===== config.mk =====
export PLATFORM = sky130hd
export DESIGN_NAME = ppp_host_ctrl
export DESIGN_NICKNAME = d
export VERILOG_FILES = /design/src/ppp_pkg.sv /design/src/ppp_bus_engine.sv /design/src/ppp_host_ctrl.sv
export SDC_FILE = /design/constraint.sdc
export NUM_CORES = 1
export LEC_CHECK = 0
export BUFFER_PORTS_ARGS = -buffer_cell sky130_fd_sc_hd__buf_4
export CAP_MARGIN = 40
export CELL_PAD_IN_SITES_DETAIL_PLACEMENT = 2
export CELL_PAD_IN_SITES_GLOBAL_PLACEMENT = 2
export CORE_MARGIN = 10
export CORE_UTILIZATION = 36
export CTS_CLUSTER_SIZE = 14
export DETAILED_ROUTE_END_ITERATION = 10
export HOLD_SLACK_MARGIN = 0.1
export PLACE_DENSITY = 0.84
export SKIP_LAST_GASP = 1
export SLEW_MARGIN = 20
export SYNTH_ARGS = -nofsm -noshare
export SYNTH_HDL_FRONTEND = slang
export SYNTH_SLANG_ARGS = --single-unit

===== constraint.sdc =====
create_clock -name clk_sys -period 6.7 [get_ports clk_sys]
set_input_delay 1.34 -clock clk_sys [delete_from_list [all_inputs] [get_ports clk_sys]]
set_output_delay 1.34 -clock clk_sys [all_outputs]
set_load 0.01 [all_outputs]

===== src/ppp_pkg.sv =====
// constants shared by the parallel-port host controller files
package ppp_pkg;

  // ==========================================================================
  // register map of the controller (byte addresses on AHB-Lite)
  localparam logic [7:0] REG_CMD    = 8'h00;
  localparam logic [7:0] REG_STATUS = 8'h04;
  localparam logic [7:0] REG_MODE   = 8'h08;
  localparam logic [7:0] REG_BITCMD = 8'h0c;
  localparam logic [7:0] REG_SHADOW = 8'h10;

  // ==========================================================================
  // command register fields
  localparam int CMD_DATA_LSB = 0;
  localparam int CMD_ADDR_LSB = 8;
  localparam int CMD_OP_LSB   = 12;
  localparam logic [1:0] OP_WRITE = 2'h0;
  localparam logic [1:0] OP_READ  = 2'h1;
  localparam logic [1:0] OP_RESET = 2'h2;

  // ==========================================================================
  // device locations selected by the two port-select bits
  localparam logic [1:0] SEL_FIRST  = 2'h0;
  localparam logic [1:0] SEL_SECOND = 2'h1;
  localparam logic [1:0] SEL_THIRD  = 2'h2;
  localparam logic [1:0] SEL_CTRL   = 2'h3;

  // ==========================================================================
  // control word layout of the device
  localparam int CW_FLAG    = 7;
  localparam int CW_MODEA   = 5;
  localparam int CW_A_IN    = 4;
  localparam int CW_CU_IN   = 3;
  localparam int CW_MODEB   = 2;
  localparam int CW_B_IN    = 1;
  localparam int CW_CL_IN   = 0;
  localparam int CW_BIT_LSB = 1;
  // mode helper register fields
  localparam int MH_A_IN  = 0;
  localparam int MH_CU_IN = 1;
  localparam int MH_B_IN  = 2;
  localparam int MH_CL_IN = 3;
  localparam int MH_MODEA = 4;
  localparam int MH_MODEB = 6;
  // bit command helper register fields
  localparam int BC_BIT_LSB = 0;
  localparam int BC_VALUE   = 3;
  // status register fields
  localparam int ST_BUSY    = 0;
  localparam int ST_DONE    = 1;
  localparam int ST_ILLEGAL = 2;
  localparam int ST_REFUSED = 3;
  localparam int ST_SRQ_A   = 4;
  localparam int ST_SRQ_B   = 5;
  localparam int ST_RDATA   = 8;

  // ==========================================================================
  // bus cycle timing
  localparam int unsigned CLK_PERIOD_PS = 4000;
  localparam int unsigned T_SETUP_NS    = 20;
  localparam int unsigned T_STROBE_NS   = 150;
  localparam int unsigned T_HOLD_NS     = 20;
  localparam int unsigned T_RECOVER_NS  = 100;
  localparam int unsigned T_RESET_NS    = 500;
  localparam logic [7:0] T_SETUP_CYC =
    8'((T_SETUP_NS * 1000 + CLK_PERIOD_PS - 1) / CLK_PERIOD_PS);
  localparam logic [7:0] T_STROBE_CYC =
    8'((T_STROBE_NS * 1000 + CLK_PERIOD_PS - 1) / CLK_PERIOD_PS);
  localparam logic [7:0] T_HOLD_CYC =
    8'((T_HOLD_NS * 1000 + CLK_PERIOD_PS - 1) / CLK_PERIOD_PS);
  localparam logic [7:0] T_RECOVER_CYC =
    8'((T_RECOVER_NS * 1000 + CLK_PERIOD_PS - 1) / CLK_PERIOD_PS);
  localparam logic [7:0] T_RESET_CYC =
    8'((T_RESET_NS * 1000 + CLK_PERIOD_PS - 1) / CLK_PERIOD_PS);

  typedef enum logic [2:0] {
    ENG_IDLE    = 3'b000,
    ENG_SETUP   = 3'b001,
    ENG_STROBE  = 3'b010,
    ENG_HOLD    = 3'b011,
    ENG_RECOVER = 3'b100,
    ENG_RESET   = 3'b101
  } ppp_eng_state_t;

endpackage : ppp_pkg


===== src/ppp_bus_engine.sv =====
// pin-level bus cycle engine that drives the parallel-port device
`timescale 1ns/1ps
`default_nettype none
module ppp_bus_engine (
  input  wire logic       clk_sys,
  input  wire logic       rstn,
  input  wire logic       ce,
  input  wire logic       start,
  input  wire logic [1:0] op,
  input  wire logic [1:0] addr,
  input  wire logic [7:0] wdata,
  output logic            busy,
  output logic            done,
  output logic            illegal,
  output logic [7:0]      rdata_q,
  output logic            dev_cs_n,
  output logic            dev_rd_n,
  output logic            dev_wr_n,
  output logic            dev_reset,
  output logic            port_select_bit0,
  output logic            port_select_bit1,
  input  wire logic [7:0] host_data_bus_i,
  output logic [7:0]      host_data_bus_o,
  output logic            host_data_bus_oe_n
);

  ppp_pkg::ppp_eng_state_t state_q;
  logic [7:0] cnt_q;
  logic [1:0] op_q;
  logic [1:0] addr_q;
  logic [7:0] s1_q, s2_q, s3_q;
  logic       done_q, illegal_q;
  logic       go;
  logic [7:0] wdata_q;

  assign go = ce && start && (state_q == ppp_pkg::ENG_IDLE);

  // ==========================================================================
  // data bus input synchroniser
  always_ff @(posedge clk_sys or negedge rstn) begin
    if (!rstn) begin
      s1_q <= 8'h00;
      s2_q <= 8'h00;
      s3_q <= 8'h00;
    end else if (ce) begin
      s1_q <= host_data_bus_i;
      s2_q <= s1_q;
      s3_q <= s2_q;
    end
  end

  // ==========================================================================
  // cycle sequencer
  always_ff @(posedge clk_sys or negedge rstn) begin
    if (!rstn) begin
      state_q   <= ppp_pkg::ENG_IDLE;
      cnt_q     <= 8'h00;
      op_q      <= ppp_pkg::OP_WRITE;
      addr_q    <= ppp_pkg::SEL_FIRST;
      rdata_q   <= 8'h00;
      done_q    <= 1'b0;
      illegal_q <= 1'b0;
    end else if (ce) begin
      done_q    <= 1'b0;
      illegal_q <= 1'b0;
      if (cnt_q != 8'h00) begin
        cnt_q <= cnt_q - 8'h01;
      end
      unique case (state_q)
        ppp_pkg::ENG_IDLE: begin
          if (start) begin
            op_q   <= op;
            addr_q <= addr;
            if (op == ppp_pkg::OP_RESET) begin
              state_q <= ppp_pkg::ENG_RESET;
              cnt_q   <= ppp_pkg::T_RESET_CYC;
            end else if (op == ppp_pkg::OP_READ && addr == ppp_pkg::SEL_CTRL)
            begin
              // refused without a strobe; only the port-select pins take the address
              done_q    <= 1'b1;
              illegal_q <= 1'b1;
            end else begin
              state_q <= ppp_pkg::ENG_SETUP;
              cnt_q   <= ppp_pkg::T_SETUP_CYC;
            end
          end
        end
        ppp_pkg::ENG_SETUP: begin
          if (cnt_q == 8'h00) begin
            state_q <= ppp_pkg::ENG_STROBE;
            cnt_q   <= ppp_pkg::T_STROBE_CYC;
          end
        end
        ppp_pkg::ENG_STROBE: begin
          // a read ends only once the settled bus value is stable
          if (cnt_q == 8'h00 && (op_q != ppp_pkg::OP_READ || s2_q == s3_q))
          begin
            if (op_q == ppp_pkg::OP_READ) begin
              rdata_q <= s3_q;
            end
            state_q <= ppp_pkg::ENG_HOLD;
            cnt_q   <= ppp_pkg::T_HOLD_CYC;
          end
        end
        ppp_pkg::ENG_HOLD: begin
          if (cnt_q == 8'h00) begin
            state_q <= ppp_pkg::ENG_RECOVER;
            cnt_q   <= ppp_pkg::T_RECOVER_CYC;
          end
        end
        ppp_pkg::ENG_RECOVER, ppp_pkg::ENG_RESET: begin
          if (cnt_q == 8'h00) begin
            state_q <= ppp_pkg::ENG_IDLE;
            done_q  <= 1'b1;
          end
        end
        default: state_q <= ppp_pkg::ENG_IDLE;
      endcase
    end
  end

  // ==========================================================================
  // pin decode; select held low around the whole strobe
  always_comb begin
    dev_cs_n = !(state_q == ppp_pkg::ENG_SETUP ||
                 state_q == ppp_pkg::ENG_STROBE ||
                 state_q == ppp_pkg::ENG_HOLD);
    dev_rd_n = !(state_q == ppp_pkg::ENG_STROBE && op_q == ppp_pkg::OP_READ);
    dev_wr_n = !(state_q == ppp_pkg::ENG_STROBE && op_q == ppp_pkg::OP_WRITE);
    host_data_bus_oe_n = dev_cs_n || op_q != ppp_pkg::OP_WRITE;
  end
  assign dev_reset        = (state_q == ppp_pkg::ENG_RESET);
  assign port_select_bit0 = addr_q[0];
  assign port_select_bit1 = addr_q[1];
  assign host_data_bus_o  = wdata_q;
  assign busy             = (state_q != ppp_pkg::ENG_IDLE);
  assign done             = done_q;
  assign illegal          = illegal_q;

  always_ff @(posedge clk_sys or negedge rstn) begin
    if (!rstn) begin
      wdata_q <= 8'h00;
    end else if (go) begin
      wdata_q <= wdata;
    end
  end

  // ==========================================================================
  // checks
  a_no_ctrl_read: assert property (
    @(posedge clk_sys) disable iff (!rstn)
    !dev_rd_n |-> !(port_select_bit1 && port_select_bit0))
    else $error("read strobe at control address");
  a_strobe_in_select: assert property (
    @(posedge clk_sys) disable iff (!rstn)
    (!dev_rd_n || !dev_wr_n) |-> (!dev_cs_n && (dev_rd_n || dev_wr_n)))
    else $error("strobe outside select or both strobes low");
  a_write_drives_bus: assert property (
    @(posedge clk_sys) disable iff (!rstn)
    !dev_wr_n |-> (!host_data_bus_oe_n && $stable(host_data_bus_o)))
    else $error("write strobe without steady driven data");
  a_read_no_drive: assert property (
    @(posedge clk_sys) disable iff (!rstn)
    (!dev_rd_n || dev_cs_n) |-> host_data_bus_oe_n)
    else $error("bus driven during read or deselect");
  a_strobe_width: assert property (
    @(posedge clk_sys) disable iff (!rstn)
    $fell(dev_wr_n) |-> !dev_wr_n [*8])
    else $error("write strobe too short");
  a_reset_width: assert property (
    @(posedge clk_sys) disable iff (!rstn)
    $rose(dev_reset) |-> dev_reset [*8] ##1 (dev_cs_n && dev_rd_n))
    else $error("device reset pulse too short");
  a_illegal_quick: assert property (
    @(posedge clk_sys) disable iff (!rstn)
    (go && op == ppp_pkg::OP_READ && addr == ppp_pkg::SEL_CTRL)
    |=> (done && illegal && !busy))
    else $error("control read not refused at once");
  c_write: cover property (@(posedge clk_sys) disable iff (!rstn)
    $rose(dev_wr_n) ##[1:200] done);
  c_read: cover property (@(posedge clk_sys) disable iff (!rstn)
    $rose(dev_rd_n) ##[1:200] done);
  c_reset: cover property (@(posedge clk_sys) disable iff (!rstn)
    $fell(dev_reset));

endmodule : ppp_bus_engine
`default_nettype wire


===== src/ppp_host_ctrl.sv =====
// host controller: AHB-Lite registers driving a programmable parallel port
// ============================================================================
`timescale 1ns/1ps
`default_nettype none
module ppp_host_ctrl (
  input  wire logic        clk_sys,
  input  wire logic        rstn,
  input  wire logic        ce,
  input  wire logic        hsel,
  input  wire logic [31:0] haddr,
  input  wire logic [1:0]  htrans,
  input  wire logic        hwrite,
  input  wire logic [2:0]  hsize,
  input  wire logic        hready,
  input  wire logic [31:0] hwdata,
  output logic [31:0]      hrdata,
  output logic             hreadyout,
  output logic             hresp,
  output logic             dev_cs_n,
  output logic             dev_rd_n,
  output logic             dev_wr_n,
  output logic             dev_reset,
  output logic             port_select_bit0,
  output logic             port_select_bit1,
  input  wire logic [7:0]  host_data_bus_i,
  output logic [7:0]       host_data_bus_o,
  output logic             host_data_bus_oe_n,
  input  wire logic        service_request_a,
  input  wire logic        service_request_b
);

  logic        wr_pend_q;
  logic [7:0]  wr_addr_q;
  logic [31:0] hrdata_q;
  logic        eng_busy, eng_done, eng_illegal;
  logic [7:0]  eng_rdata;
  logic        start;
  logic [1:0]  start_op, start_addr;
  logic [7:0]  start_data;
  logic [13:0] cmd_q;
  logic        done_q, illegal_q, refused_q;
  logic [2:0]  srq_a_q, srq_b_q;
  logic        srq_a_q_lvl, srq_b_q_lvl;
  logic [7:0]  mode_word_q, third_shadow_q;
  logic        wr_cmd, wr_mode, wr_bit, wr_status, any_cmd;
  logic [7:0]  mode_word, bit_word;

  // ==========================================================================
  // AHB-Lite slave: zero wait states, always OKAY
  assign hreadyout = 1'b1;
  assign hresp     = 1'b0;
  assign hrdata    = hrdata_q;

  always_ff @(posedge clk_sys or negedge rstn) begin
    if (!rstn) begin
      wr_pend_q <= 1'b0;
      wr_addr_q <= 8'h00;
      hrdata_q  <= 32'h0000_0000;
    end else if (ce) begin
      wr_pend_q <= 1'b0;
      if (hsel && htrans[1] && hready) begin
        wr_pend_q <= hwrite;
        wr_addr_q <= haddr[7:0];
        hrdata_q  <= 32'h0000_0000;
        if (!hwrite) begin
          unique case (haddr[7:0])
            ppp_pkg::REG_CMD:    hrdata_q <= {18'h00000, cmd_q};
            ppp_pkg::REG_STATUS: hrdata_q <= {16'h0000, eng_rdata,
                                  2'h0, srq_b_q_lvl, srq_a_q_lvl, refused_q,
                                  illegal_q, done_q, eng_busy};
            ppp_pkg::REG_SHADOW: hrdata_q <= {16'h0000, third_shadow_q,
                                               mode_word_q};
            default:             hrdata_q <= 32'h0000_0000;
          endcase
        end
      end
    end
  end

  assign wr_cmd    = wr_pend_q && wr_addr_q == ppp_pkg::REG_CMD;
  assign wr_mode   = wr_pend_q && wr_addr_q == ppp_pkg::REG_MODE;
  assign wr_bit    = wr_pend_q && wr_addr_q == ppp_pkg::REG_BITCMD;
  assign wr_status = wr_pend_q && wr_addr_q == ppp_pkg::REG_STATUS;
  assign any_cmd   = wr_cmd || wr_mode || wr_bit;

  // ==========================================================================
  // control word composition
  always_comb begin
    mode_word = 8'h00;
    mode_word[ppp_pkg::CW_FLAG]  = 1'b1;
    mode_word[ppp_pkg::CW_MODEA +: 2] =
      hwdata[ppp_pkg::MH_MODEA +: 2];
    mode_word[ppp_pkg::CW_A_IN]  = hwdata[ppp_pkg::MH_A_IN];
    mode_word[ppp_pkg::CW_CU_IN] = hwdata[ppp_pkg::MH_CU_IN];
    mode_word[ppp_pkg::CW_MODEB] = hwdata[ppp_pkg::MH_MODEB];
    mode_word[ppp_pkg::CW_B_IN]  = hwdata[ppp_pkg::MH_B_IN];
    mode_word[ppp_pkg::CW_CL_IN] = hwdata[ppp_pkg::MH_CL_IN];
    // bit command; also how request enables are set
    bit_word = 8'h00;
    bit_word[ppp_pkg::CW_BIT_LSB +: 3] = hwdata[ppp_pkg::BC_BIT_LSB +: 3];
    bit_word[0] = hwdata[ppp_pkg::BC_VALUE];
  end

  always_comb begin
    start      = ce && any_cmd && !eng_busy;
    start_op   = ppp_pkg::OP_WRITE;
    start_addr = ppp_pkg::SEL_CTRL;
    start_data = bit_word;
    if (wr_cmd) begin
      start_op   = hwdata[ppp_pkg::CMD_OP_LSB +: 2];
      start_addr = hwdata[ppp_pkg::CMD_ADDR_LSB +: 2];
      start_data = hwdata[ppp_pkg::CMD_DATA_LSB +: 8];
    end else if (wr_mode) begin
      start_data = mode_word;
    end
  end

  // ==========================================================================
  // status flags; a set in the same cycle as a clear wins
  always_ff @(posedge clk_sys or negedge rstn) begin
    if (!rstn) begin
      cmd_q     <= 14'h0000;
      done_q    <= 1'b0;
      illegal_q <= 1'b0;
      refused_q <= 1'b0;
    end else if (ce) begin
      if (start) begin
        cmd_q  <= {start_op, 2'h0, start_addr, start_data};
        done_q <= 1'b0;
      end
      if (eng_done) begin
        done_q <= 1'b1;
      end
      if (eng_illegal) begin
        illegal_q <= 1'b1;
      end else if (wr_status && hwdata[ppp_pkg::ST_ILLEGAL]) begin
        illegal_q <= 1'b0;
      end
      // a command while busy is dropped, not queued
      if (any_cmd && eng_busy) begin
        refused_q <= 1'b1;
      end else if (wr_status && hwdata[ppp_pkg::ST_REFUSED]) begin
        refused_q <= 1'b0;
      end
    end
  end

  // ==========================================================================
  // shadow of the last mode word and the third port output latch
  always_ff @(posedge clk_sys or negedge rstn) begin
    if (!rstn) begin
      mode_word_q    <= 8'h00;
      third_shadow_q <= 8'h00;
    end else if (start && start_op == ppp_pkg::OP_RESET) begin
      mode_word_q    <= 8'h00;
      third_shadow_q <= 8'h00;
    end else if (start && start_addr == ppp_pkg::SEL_CTRL &&
                 start_op == ppp_pkg::OP_WRITE) begin
      if (start_data[ppp_pkg::CW_FLAG]) begin
        mode_word_q    <= start_data;
        third_shadow_q <= 8'h00;
      end else begin
        third_shadow_q[start_data[ppp_pkg::CW_BIT_LSB +: 3]] <=
          start_data[0];
      end
    end else if (start && start_addr == ppp_pkg::SEL_THIRD &&
                 start_op == ppp_pkg::OP_WRITE) begin
      third_shadow_q <= start_data;
    end
  end

  // ==========================================================================
  // request lines from the third port, three-stage synchronised
  always_ff @(posedge clk_sys or negedge rstn) begin
    if (!rstn) begin
      srq_a_q     <= 3'h0;
      srq_b_q     <= 3'h0;
      srq_a_q_lvl <= 1'b0;
      srq_b_q_lvl <= 1'b0;
    end else if (ce) begin
      srq_a_q <= {srq_a_q[1:0], service_request_a};
      srq_b_q <= {srq_b_q[1:0], service_request_b};
      if (srq_a_q[1] == srq_a_q[2]) begin
        srq_a_q_lvl <= srq_a_q[2];
      end
      if (srq_b_q[1] == srq_b_q[2]) begin
        srq_b_q_lvl <= srq_b_q[2];
      end
    end
  end

  ppp_bus_engine u_engine (
    .clk_sys            (clk_sys),
    .rstn               (rstn),
    .ce                 (ce),
    .start              (start),
    .op                 (start_op),
    .addr               (start_addr),
    .wdata              (start_data),
    .busy               (eng_busy),
    .done               (eng_done),
    .illegal            (eng_illegal),
    .rdata_q            (eng_rdata),
    .dev_cs_n           (dev_cs_n),
    .dev_rd_n           (dev_rd_n),
    .dev_wr_n           (dev_wr_n),
    .dev_reset          (dev_reset),
    .port_select_bit0   (port_select_bit0),
    .port_select_bit1   (port_select_bit1),
    .host_data_bus_i    (host_data_bus_i),
    .host_data_bus_o    (host_data_bus_o),
    .host_data_bus_oe_n (host_data_bus_oe_n)
  );

  // ==========================================================================
  // checks
  a_mode_word_form: assert property (
    @(posedge clk_sys) disable iff (!rstn)
    (start && wr_mode) |-> (start_data[ppp_pkg::CW_FLAG] &&
      start_op == ppp_pkg::OP_WRITE && start_addr == ppp_pkg::SEL_CTRL))
    else $error("mode word lacks flag or wrong address");
  a_bit_word_form: assert property (
    @(posedge clk_sys) disable iff (!rstn)
    (start && wr_bit) |-> (!start_data[ppp_pkg::CW_FLAG] &&
      start_data[6:4] == 3'h0))
    else $error("bit command word malformed");
  a_mode_clears_c: assert property (
    @(posedge clk_sys) disable iff (!rstn)
    (start && wr_mode) |=> third_shadow_q == 8'h00)
    else $error("third port shadow not cleared by mode word");
  a_illegal_sticky: assert property (
    @(posedge clk_sys) disable iff (!rstn)
    (ce && eng_illegal) |=> illegal_q)
    else $error("illegal flag not raised");
  c_mode_then_bit: cover property (@(posedge clk_sys) disable iff (!rstn)
    (start && wr_mode) ##[1:300] (start && wr_bit));

endmodule : ppp_host_ctrl
`default_nettype wire


* Word level (Yosys, flattened, before mapping)
Cells that the tools add are included.
** Cells by class
- $add $sub $neg :: 1
- Multiplexer cells :: 45
- Reduce and logical (&&, ||, !) cells :: 60
- Equal/unequal tests :: 25
- Order comparisons :: 2
** Operators with widths (number)
- 8-bit two-way mux :: 16
- 16-bit one-hot mux with 3 select lines :: 1
- 8-bit one-hot mux with 4 select lines :: 1
- 8-bit logical NOT :: 3
- 1-bit logical AND :: 23
- 3-bit two-way mux :: 7
- 8-bit by 3-bit equality test with 1-bit output, second input constant :: 2
- 8-bit by 4-bit equality test with 1-bit output, second input constant :: 2
- 16-bit two-way mux :: 1
- 2-bit AND reduction :: 8
- 3-bit one-hot mux with 5 select lines :: 1
- 1-bit two-way mux :: 13
- 2-bit nonzero test :: 6
- 2-bit by 1-bit != test with 1-bit output, second input constant :: 5
- 8-bit bitwise mux :: 1
- 8-bit by 5-bit equality test with 1-bit output, second input constant :: 1
- 8-bit equality test :: 1
- 8-bit nonzero test :: 1
- 8-bit by 1-bit subtractor with 8-bit output, second input constant :: 1
- 7-bit AND reduction :: 1
- 2-bit equality test, second input constant :: 3
- 3-bit by 2-bit equality test with 1-bit output, second input constant :: 2
- 3-bit equality test, second input constant :: 2
- 1-bit logical OR :: 6
- 17 further kinds :: 25
** Storage, ports and cells
- Bits in registers :: 137
- Output and inout port bits :: 49
- Bits of input ports :: 85

* Depth between registers and ports, before layout
Gate-level depths: netlist of run 1.
- Depth in word-level cells :: 12
- Mapped depth :: 11

* Modules after synthesis
Synthesis of run 1 repeated with hierarchy kept, for this count alone.
** Unflattened totals
- Cells, all modules :: 599
- Area total of the unflattened synthesis :: 6283.5 um^2
** Modules (own cells, without submodules)
- ppp_host_ctrl :: times used 1, area an instance 3553.4 um^2, cells each 375
- ppp_bus_engine :: times used 1, area an instance 2730.1 um^2, cells each 224

* Least setup slack after synthesis of run 1
No wires, ideal clock.
- Kind :: input to register
- Start point :: input ce
- End point :: register third_shadow_q[0]
- Data arrival time :: 2872 ps
- Path buffers :: 1
- Stages :: 7
- Setup slack :: 3703 ps
- Path through :: nor4b_1 > nand4_1 > buf_2 > o21ai_2 > nand2_1 > o22ai_1 > mux2_2
** Between the ends
- Cells in the longest elaborated chain, start to end :: 6
** RTL lines
- start, declared :: line ppp_host_ctrl.sv:8 : input wire logic ce,
- 1-bit logical AND * (2 in series) :: line ppp_host_ctrl.sv:105 : start = ce && any_cmd && !eng_busy;
- 1-bit logical AND (2 in series) :: line ppp_host_ctrl.sv:157 : end else if (start && start_addr == ppp_pkg::SEL_CTRL &&
- 8-bit two-way mux :: line ppp_host_ctrl.sv:157
- 8-bit two-way mux :: line ppp_host_ctrl.sv:154 : end else if (start && start_op == ppp_pkg::OP_RESET) begin
- end signal, assigned by index :: line ppp_host_ctrl.sv:163 : third_shadow_q[start_data[ppp_pkg::CW_BIT_LSB +: 3]] <=
- end signal, assigned :: line ppp_host_ctrl.sv:168 : third_shadow_q <= start_data;
- end, declared :: line ppp_host_ctrl.sv:44 : logic [7:0] mode_word_q, third_shadow_q;
Mark *: on every way between the ends. The rest lies on a longest branch, timed or not.
A chain may end at the register's enable or synchronous reset.

* Worst setup path after layout of run 1
- Start point :: input ce
- End point :: register third_shadow_q[2]
Same word-level chain as after synthesis.

==> impl_metrics.env, run 1 <==
export IMPL_outcome="finished clean"
export IMPL_relSlewSlack=0.467
export IMPL_layout_drive_gt1_share=0.242
export IMPL_cts_hold_buffers=0
export IMPL_min_path_type="flip-flop to flip-flop"
export IMPL_clock_latency_ns=0.43
export IMPL_syn_to_final_growth_pct=20.8
export IMPL_leakagePower_uw=0.00337
export IMPL_synth_top_area_share=0.493
export IMPL_worst_clock_skew_ns=0.00650
export IMPL_port_buffer_count=67
export IMPL_postCtsSetupBuffers=0
export IMPL_cts_buffers=17
export IMPL_antenna_found_initial=1
export IMPL_max_freq_mhz=247
export IMPL_crit_type="primary input to flip-flop"
export IMPL_wl_per_cell_um=23.7
export IMPL_firstDrtPassIters=4
export IMPL_synth_simple_gate_area_share=0.186
export IMPL_dp_hpwl_mm=14.8
export IMPL_rows=47
export IMPL_preCtsSetupSlack_ns=2.35
export IMPL_power_density_nw_per_um2=305
export IMPL_tns_ns=0
export IMPL_postLayoutSetupSlackWorst_ns=2.66
export IMPL_ys_warn_count=0
export IMPL_nets=787
export IMPL_wl_mm=22.1
export IMPL_post_route_min_period_ns=4.04
export IMPL_ys_ff_latch=121
export IMPL_fp_coreArea_um2=16600
export IMPL_synth_most_common_cell="dfrtp_1"
export IMPL_comb_power_share=0.187
export IMPL_p_sw_frac=0.325
export IMPL_clock_path_buffers=2
export IMPL_cp_end_kind="flip-flop"
export IMPL_slew_viol_final=0
export IMPL_io_pin_count=134
export IMPL_critPathArrivalTime_ns=4.36
export IMPL_cts_sinks=121
export IMPL_critPathRequiredTime_ns=7.02
export IMPL_reg2reg_slack_ns=3.43
export IMPL_die_area_um2=22700
export IMPL_clock_tree_htree_level_count=4
export IMPL_synth_mux_area_frac=0.119
export IMPL_synth_distinct_cells=54
export IMPL_synth_top_family_by_area="simple AND/OR/NAND/NOR gates"
export IMPL_via_count=5205
export IMPL_hold_slack_ns=0.479
export IMPL_period_share=0.604
export IMPL_synthCells=635
export IMPL_yosys_top_cells_area="dfrtp_1 49%, mux2_2 9.2%, nand2_1 6.4%"
export IMPL_yosys_area_share_xor_xnor=0.0128
export IMPL_postSynth_asyncResetShare=1.00
export IMPL_fp_dieH_um=151
export IMPL_avgSynthCellArea_um2=9.67
export IMPL_drc=0
export IMPL_n_fill_cell=1767
export IMPL_cts_tree="done"
export IMPL_synth_top_cell_by_area="dfrtp_1"
export IMPL_synth_edff_count=0
export IMPL_grt_usage=0.199
export IMPL_synth_compound_area_frac=0.134
export IMPL_worst_slew_pin_slew_ns=0.798
export IMPL_internal_power_uw=1530
export IMPL_grt_max_degree=65
export IMPL_maxCapViolCount=0
export IMPL_hold_viol=0
export IMPL_ys_flop_type="dfrtp_1"
export IMPL_yosysSeqAreaShare=0.493
export IMPL_startpoint_type="primary input"
export IMPL_grt_pass1_wl_mm=34.8
export IMPL_grt_pass1_vias=5972
export IMPL_synth_fa_ha_area_frac=0.00611
export IMPL_seqPwrFrac=0.416
export IMPL_setup_violations=0
export IMPL_synth_commonest_cells="121 x dfrtp_1, 104 x nand2_1, 64 x o21ai_0, 50 x mux2_2, 47 x nor2_1"
export IMPL_vias_per_cell=5.58
export IMPL_cts_resized=0
export IMPL_cts_root_buf="clkbuf_16"
export IMPL_p_switching_uw=735
export IMPL_globalRouteOverflowTotal=0
export IMPL_peakVddDrop_mv=0.201
export IMPL_first_iter_violations=352
export IMPL_die_w_um=151
export IMPL_clock_power_share=0.397
export IMPL_gp_congestion=0.856
export IMPL_initial_core_util=0.369
export IMPL_ant_nets=0
export IMPL_clk_pin_slew_ns=0.06
export IMPL_syn_area_um2=6140
export IMPL_critPathMaxFanout=57
export IMPL_rsz0062_at_grt="false"
==> path summary, 6_finish.rpt <==
kind,depth (start not counted),to,start
worst max-delay path,7,third_shadow_q[2],ce
worst min-delay path,2,u_engine.host_data_bus_o[1],u_engine.host_data_bus_o[1]
worst max register to register,6,third_shadow_q[2],u_engine.state_q[2]
worst min register to register,2,u_engine.host_data_bus_o[1],u_engine.host_data_bus_o[1]
max in group asynchronous,4,u_engine.rdata_q[1],rstn
min in group asynchronous,1,hrdata[3],rstn
==> final cells by class <==
type	instances	area [um2]	share of cell area
antenna	1	2.50	0.000337
clock inverter	13	119	0.0160
multi-input combinational	471	2880	0.389
tap	220	275	0.0371
sequential	121	3030	0.408
clock buffer	19	453	0.0610
inverter	10	37.5	0.00506
timing repair buffer	78	622	0.0838
==> through the flow <==
step	cell area [um2]	cells	util	total power, uW
3_3_place_gp	6760	894	0.406	1310
2_1_floorplan	6200	651	-	1190
3_5_place_dp	6780	896	0.408	1350
5_1_grt	7420	933	0.446	2380
4_1_cts	7350	928	0.442	2280
6_report	7420	933	0.446	2260
==> sequential cells by signal, indices dropped and copies added, names as in the netlist, 3 cells and up <==
name and count:
srq_a_q 3, u_engine.s2_q 8, srq_b_q 3, mode_word_q 8, u_engine.state_q 3, wr_addr_q 8, hrdata 16, u_engine.s3_q 8
u_engine.rdata_q 8, u_engine.s1_q 8, u_engine.host_data_bus_o 8, u_engine.cnt_q 8, third_shadow_q 8, cmd_q 12
==> critical path, stage by stage <==
cell	delay (ns)
buf_4	0.49
nor4b_1	0.61
nand4_1	0.56
nor2_1	0.68
o21ai_0	0.28
o2111a_1	0.23
a21o_1	0.16
==> layout by cell type (no fill, tap or decap), drive strengths merged, types with 8 or more instances in the layout <==
master / count
nand2: 104
xor2: 8
inv: 12
a21oi: 32
nor2: 47
buf: 76
o21ai: 65
nor2b: 9
dfrtp: 121
nor4: 12
clkbuf: 21
mux2i: 17
mux2: 50
nor3: 17
conb: 18
nand2b: 8
==> routing by layer <==
metal | vias up | GRT usage | share of wire
met5 | - | 0 | 0
met4 | 0 | 0.0833 | 0.027
met3 | 41 | 0.0501 | 0.051
met2 | 114 | 0.345 | 0.52
met1 | 2710 | 0.229 | 0.40
li1 | 2340 | - | -
==> power groups by stage <==
stage	Combinational, uW	Clock, uW	Sequential, uW
after floorplan	309	0	877
after global placement	375	0	933
after detailed placement	405	0	949
after CTS	421	919	939
after global routing	471	951	956
final	423	897	941
==> cells by family (layout without fill, tap and decap cells) <==
group                    count (synthesis)  after routing
buffers and inverters                   59            120
other                                    2             19
AO/OA/AOI/OAI                          139            139
AND/OR/NAND/NOR                        235            235
flip-flops                             121            121
multiplexers                            67             67
adder cells (fa/ha/maj)                  3              3
XOR/XNOR                                 9              9
Note: power is estimated with default switching activity, not from simulation.
==> run 2: changes to the inputs <==
CORE_UTILIZATION = 30   (was 36)
PLACE_DENSITY = 0.75   (was 0.84)
clock period = 3.25 ns   (was 6.7 ns; I/O delays follow)
==> run 2 against run 1 <==
  * First-iteration DRC count down 33%
  * Die area up 17%
  * Global-route usage down 4.1 points
  * Worst hold slack worse by 0.35 ns
  * Sequential power up 99%
  * Register-to-register slack worse by 2.9 ns
  * Clock power up 110%
  * Largest cell class unchanged
  * Largest power group unchanged
==> impl_metrics.env, run 2 (synthesis results as in run 1) <==
export IMPL_cts_root_buf="clkbuf_16"
export IMPL_final_cell_mix="121 x dfrtp_1, 104 x nand2_1, 87 x buf_4"
export IMPL_maxCapViolCount=0
export IMPL_hold_viol=0
export IMPL_syn_to_final_growth_pct=22.6
export IMPL_tns_ns=0
export IMPL_slew_viol_final=0
export IMPL_worst_slew_pin_slew_ns=0.705
export IMPL_layoutNonFillerInstCount=992
export IMPL_die_w_um=163
export IMPL_largest_register_ffs=16
export IMPL_wl_per_cell_um=20.6
export IMPL_grt_pass1_vias=5929
export IMPL_first_iter_violations=236
export IMPL_fp_dieH_um=163
export IMPL_ant_nets=0
export IMPL_dp_hpwl_mm=14.6
export IMPL_gp_congestion=0.847
export IMPL_post_route_min_period_ns=2.70
export IMPL_grt_usage=0.159
export IMPL_cts_tree="done"
export IMPL_io_pin_count=134
export IMPL_antenna_found_initial=0
export IMPL_min_path_type="primary input to async pin"
export IMPL_placed_cells=960
export IMPL_critPathRequiredTime_ns=3.56
export IMPL_fp_coreArea_um2=20200
export IMPL_setup_violations=0
export IMPL_rsz0062_at_grt="false"
export IMPL_grt_pass1_wl_mm=33.2
export IMPL_cp_end_kind="flip-flop"
export IMPL_startpoint_type="flip-flop"
export IMPL_cts_sinks=121
export IMPL_critPathMaxFanout=11
export IMPL_peakVddDrop_mv=0.327
export IMPL_cts_resized=0
export IMPL_n_antenna_cell=0
export IMPL_wl_mm=20.5
export IMPL_relSlewSlack=0.528
export IMPL_max_freq_mhz=371
export IMPL_initial_core_util=0.305
export IMPL_die_area_um2=26600
export IMPL_leakagePower_uw=0.00341
export IMPL_globalRouteOverflowTotal=0
export IMPL_final_common_cell="dfrtp_1"
export IMPL_rows=52
export IMPL_postCtsSetupBuffers=0
export IMPL_n_fill_cell=2194
export IMPL_cts_buffers=17
export IMPL_cts_hold_buffers=0
export IMPL_via_count=5098
export IMPL_drc=0
export IMPL_period_share=0.829
export IMPL_critPathArrivalTime_ns=3.01
export IMPL_crit_type="flip-flop to flip-flop"
export IMPL_firstDrtPassIters=4
export IMPL_grt_max_degree=98
export IMPL_worst_clock_skew_ns=0.00878
export IMPL_vias_per_cell=5.14
export IMPL_power_density_nw_per_um2=622
export IMPL_layout_drive_gt1_share=0.251
export IMPL_clock_latency_ns=0.43
export IMPL_clock_path_buffers=2
export IMPL_clk_pin_slew_ns=0.06
export IMPL_port_buffer_count=67
export IMPL_nets=797
export IMPL_outcome="finished clean"
export IMPL_clock_tree_htree_level_count=4
[run 2: final cells by class]
type,count,area [um2],share of cell area
inverter,10,37.5,0.00499
timing repair buffer,88,673,0.0894
clock buffer,20,457,0.0607
sequential,121,3030,0.402
tap,270,338,0.0449
multi-input combinational,471,2880,0.383
clock inverter,12,114,0.0151
[run 2: where the power goes]
part	switching, uW	internal, uW
registers	202	1670
clock network	771	1100
logic	538	409
[run 2: worst paths after layout]
check / start / cells after the start / to / slack, ns
setup / recovery: wr_addr_q[7] / 8 / third_shadow_q[0] / 0.55
hold / removal: rstn / 1 / hrdata[0] / 0.13
setup reg to reg: wr_addr_q[7] / 8 / third_shadow_q[0] / 0.55
hold reg to reg: u_engine.host_data_bus_o[1] / 2 / u_engine.host_data_bus_o[1] / 0.48
max in group asynchronous: rstn / 2 / u_engine.cnt_q[7] / 2.26
min in group clk_sys: service_request_b / 2 / srq_b_q[0] / 0.45
[run 2: per-layer routing]
metal | global-route usage | vias to the layer above | share of wire
met5 | 0 | - | 0
met4 | 0.0525 | 0 | 0.017
met3 | 0.0410 | 21 | 0.037
met2 | 0.279 | 85 | 0.52
met1 | 0.183 | 2637 | 0.43
li1 | - | 2355 | -
[run 2: worst max-delay path: stages, from the launching register on]
cell and delay, ns:
dfrtp_1 0.39, nor4b_2 0.31, buf_4 0.22, and3b_1 0.47
mux2i_1 0.40, buf_4 0.23, nand2_1 0.06, o22ai_1 0.13
mux2_2 0.36
[run 2: stage by stage]
stage	setup WS [ns]	cell area, um2	hold WS, ns	power, uW	utilization
2_1_floorplan	0.709	6200	0.354	2450	-
3_3_place_gp	0.484	6960	0.453	2750	0.345
3_5_place_dp	0.312	6960	0.478	2830	0.345
4_1_cts	0.539	7530	0.136	4730	0.373
5_1_grt	0.283	7530	0.141	4930	0.373
6_report	0.554	7530	0.132	4690	0.373
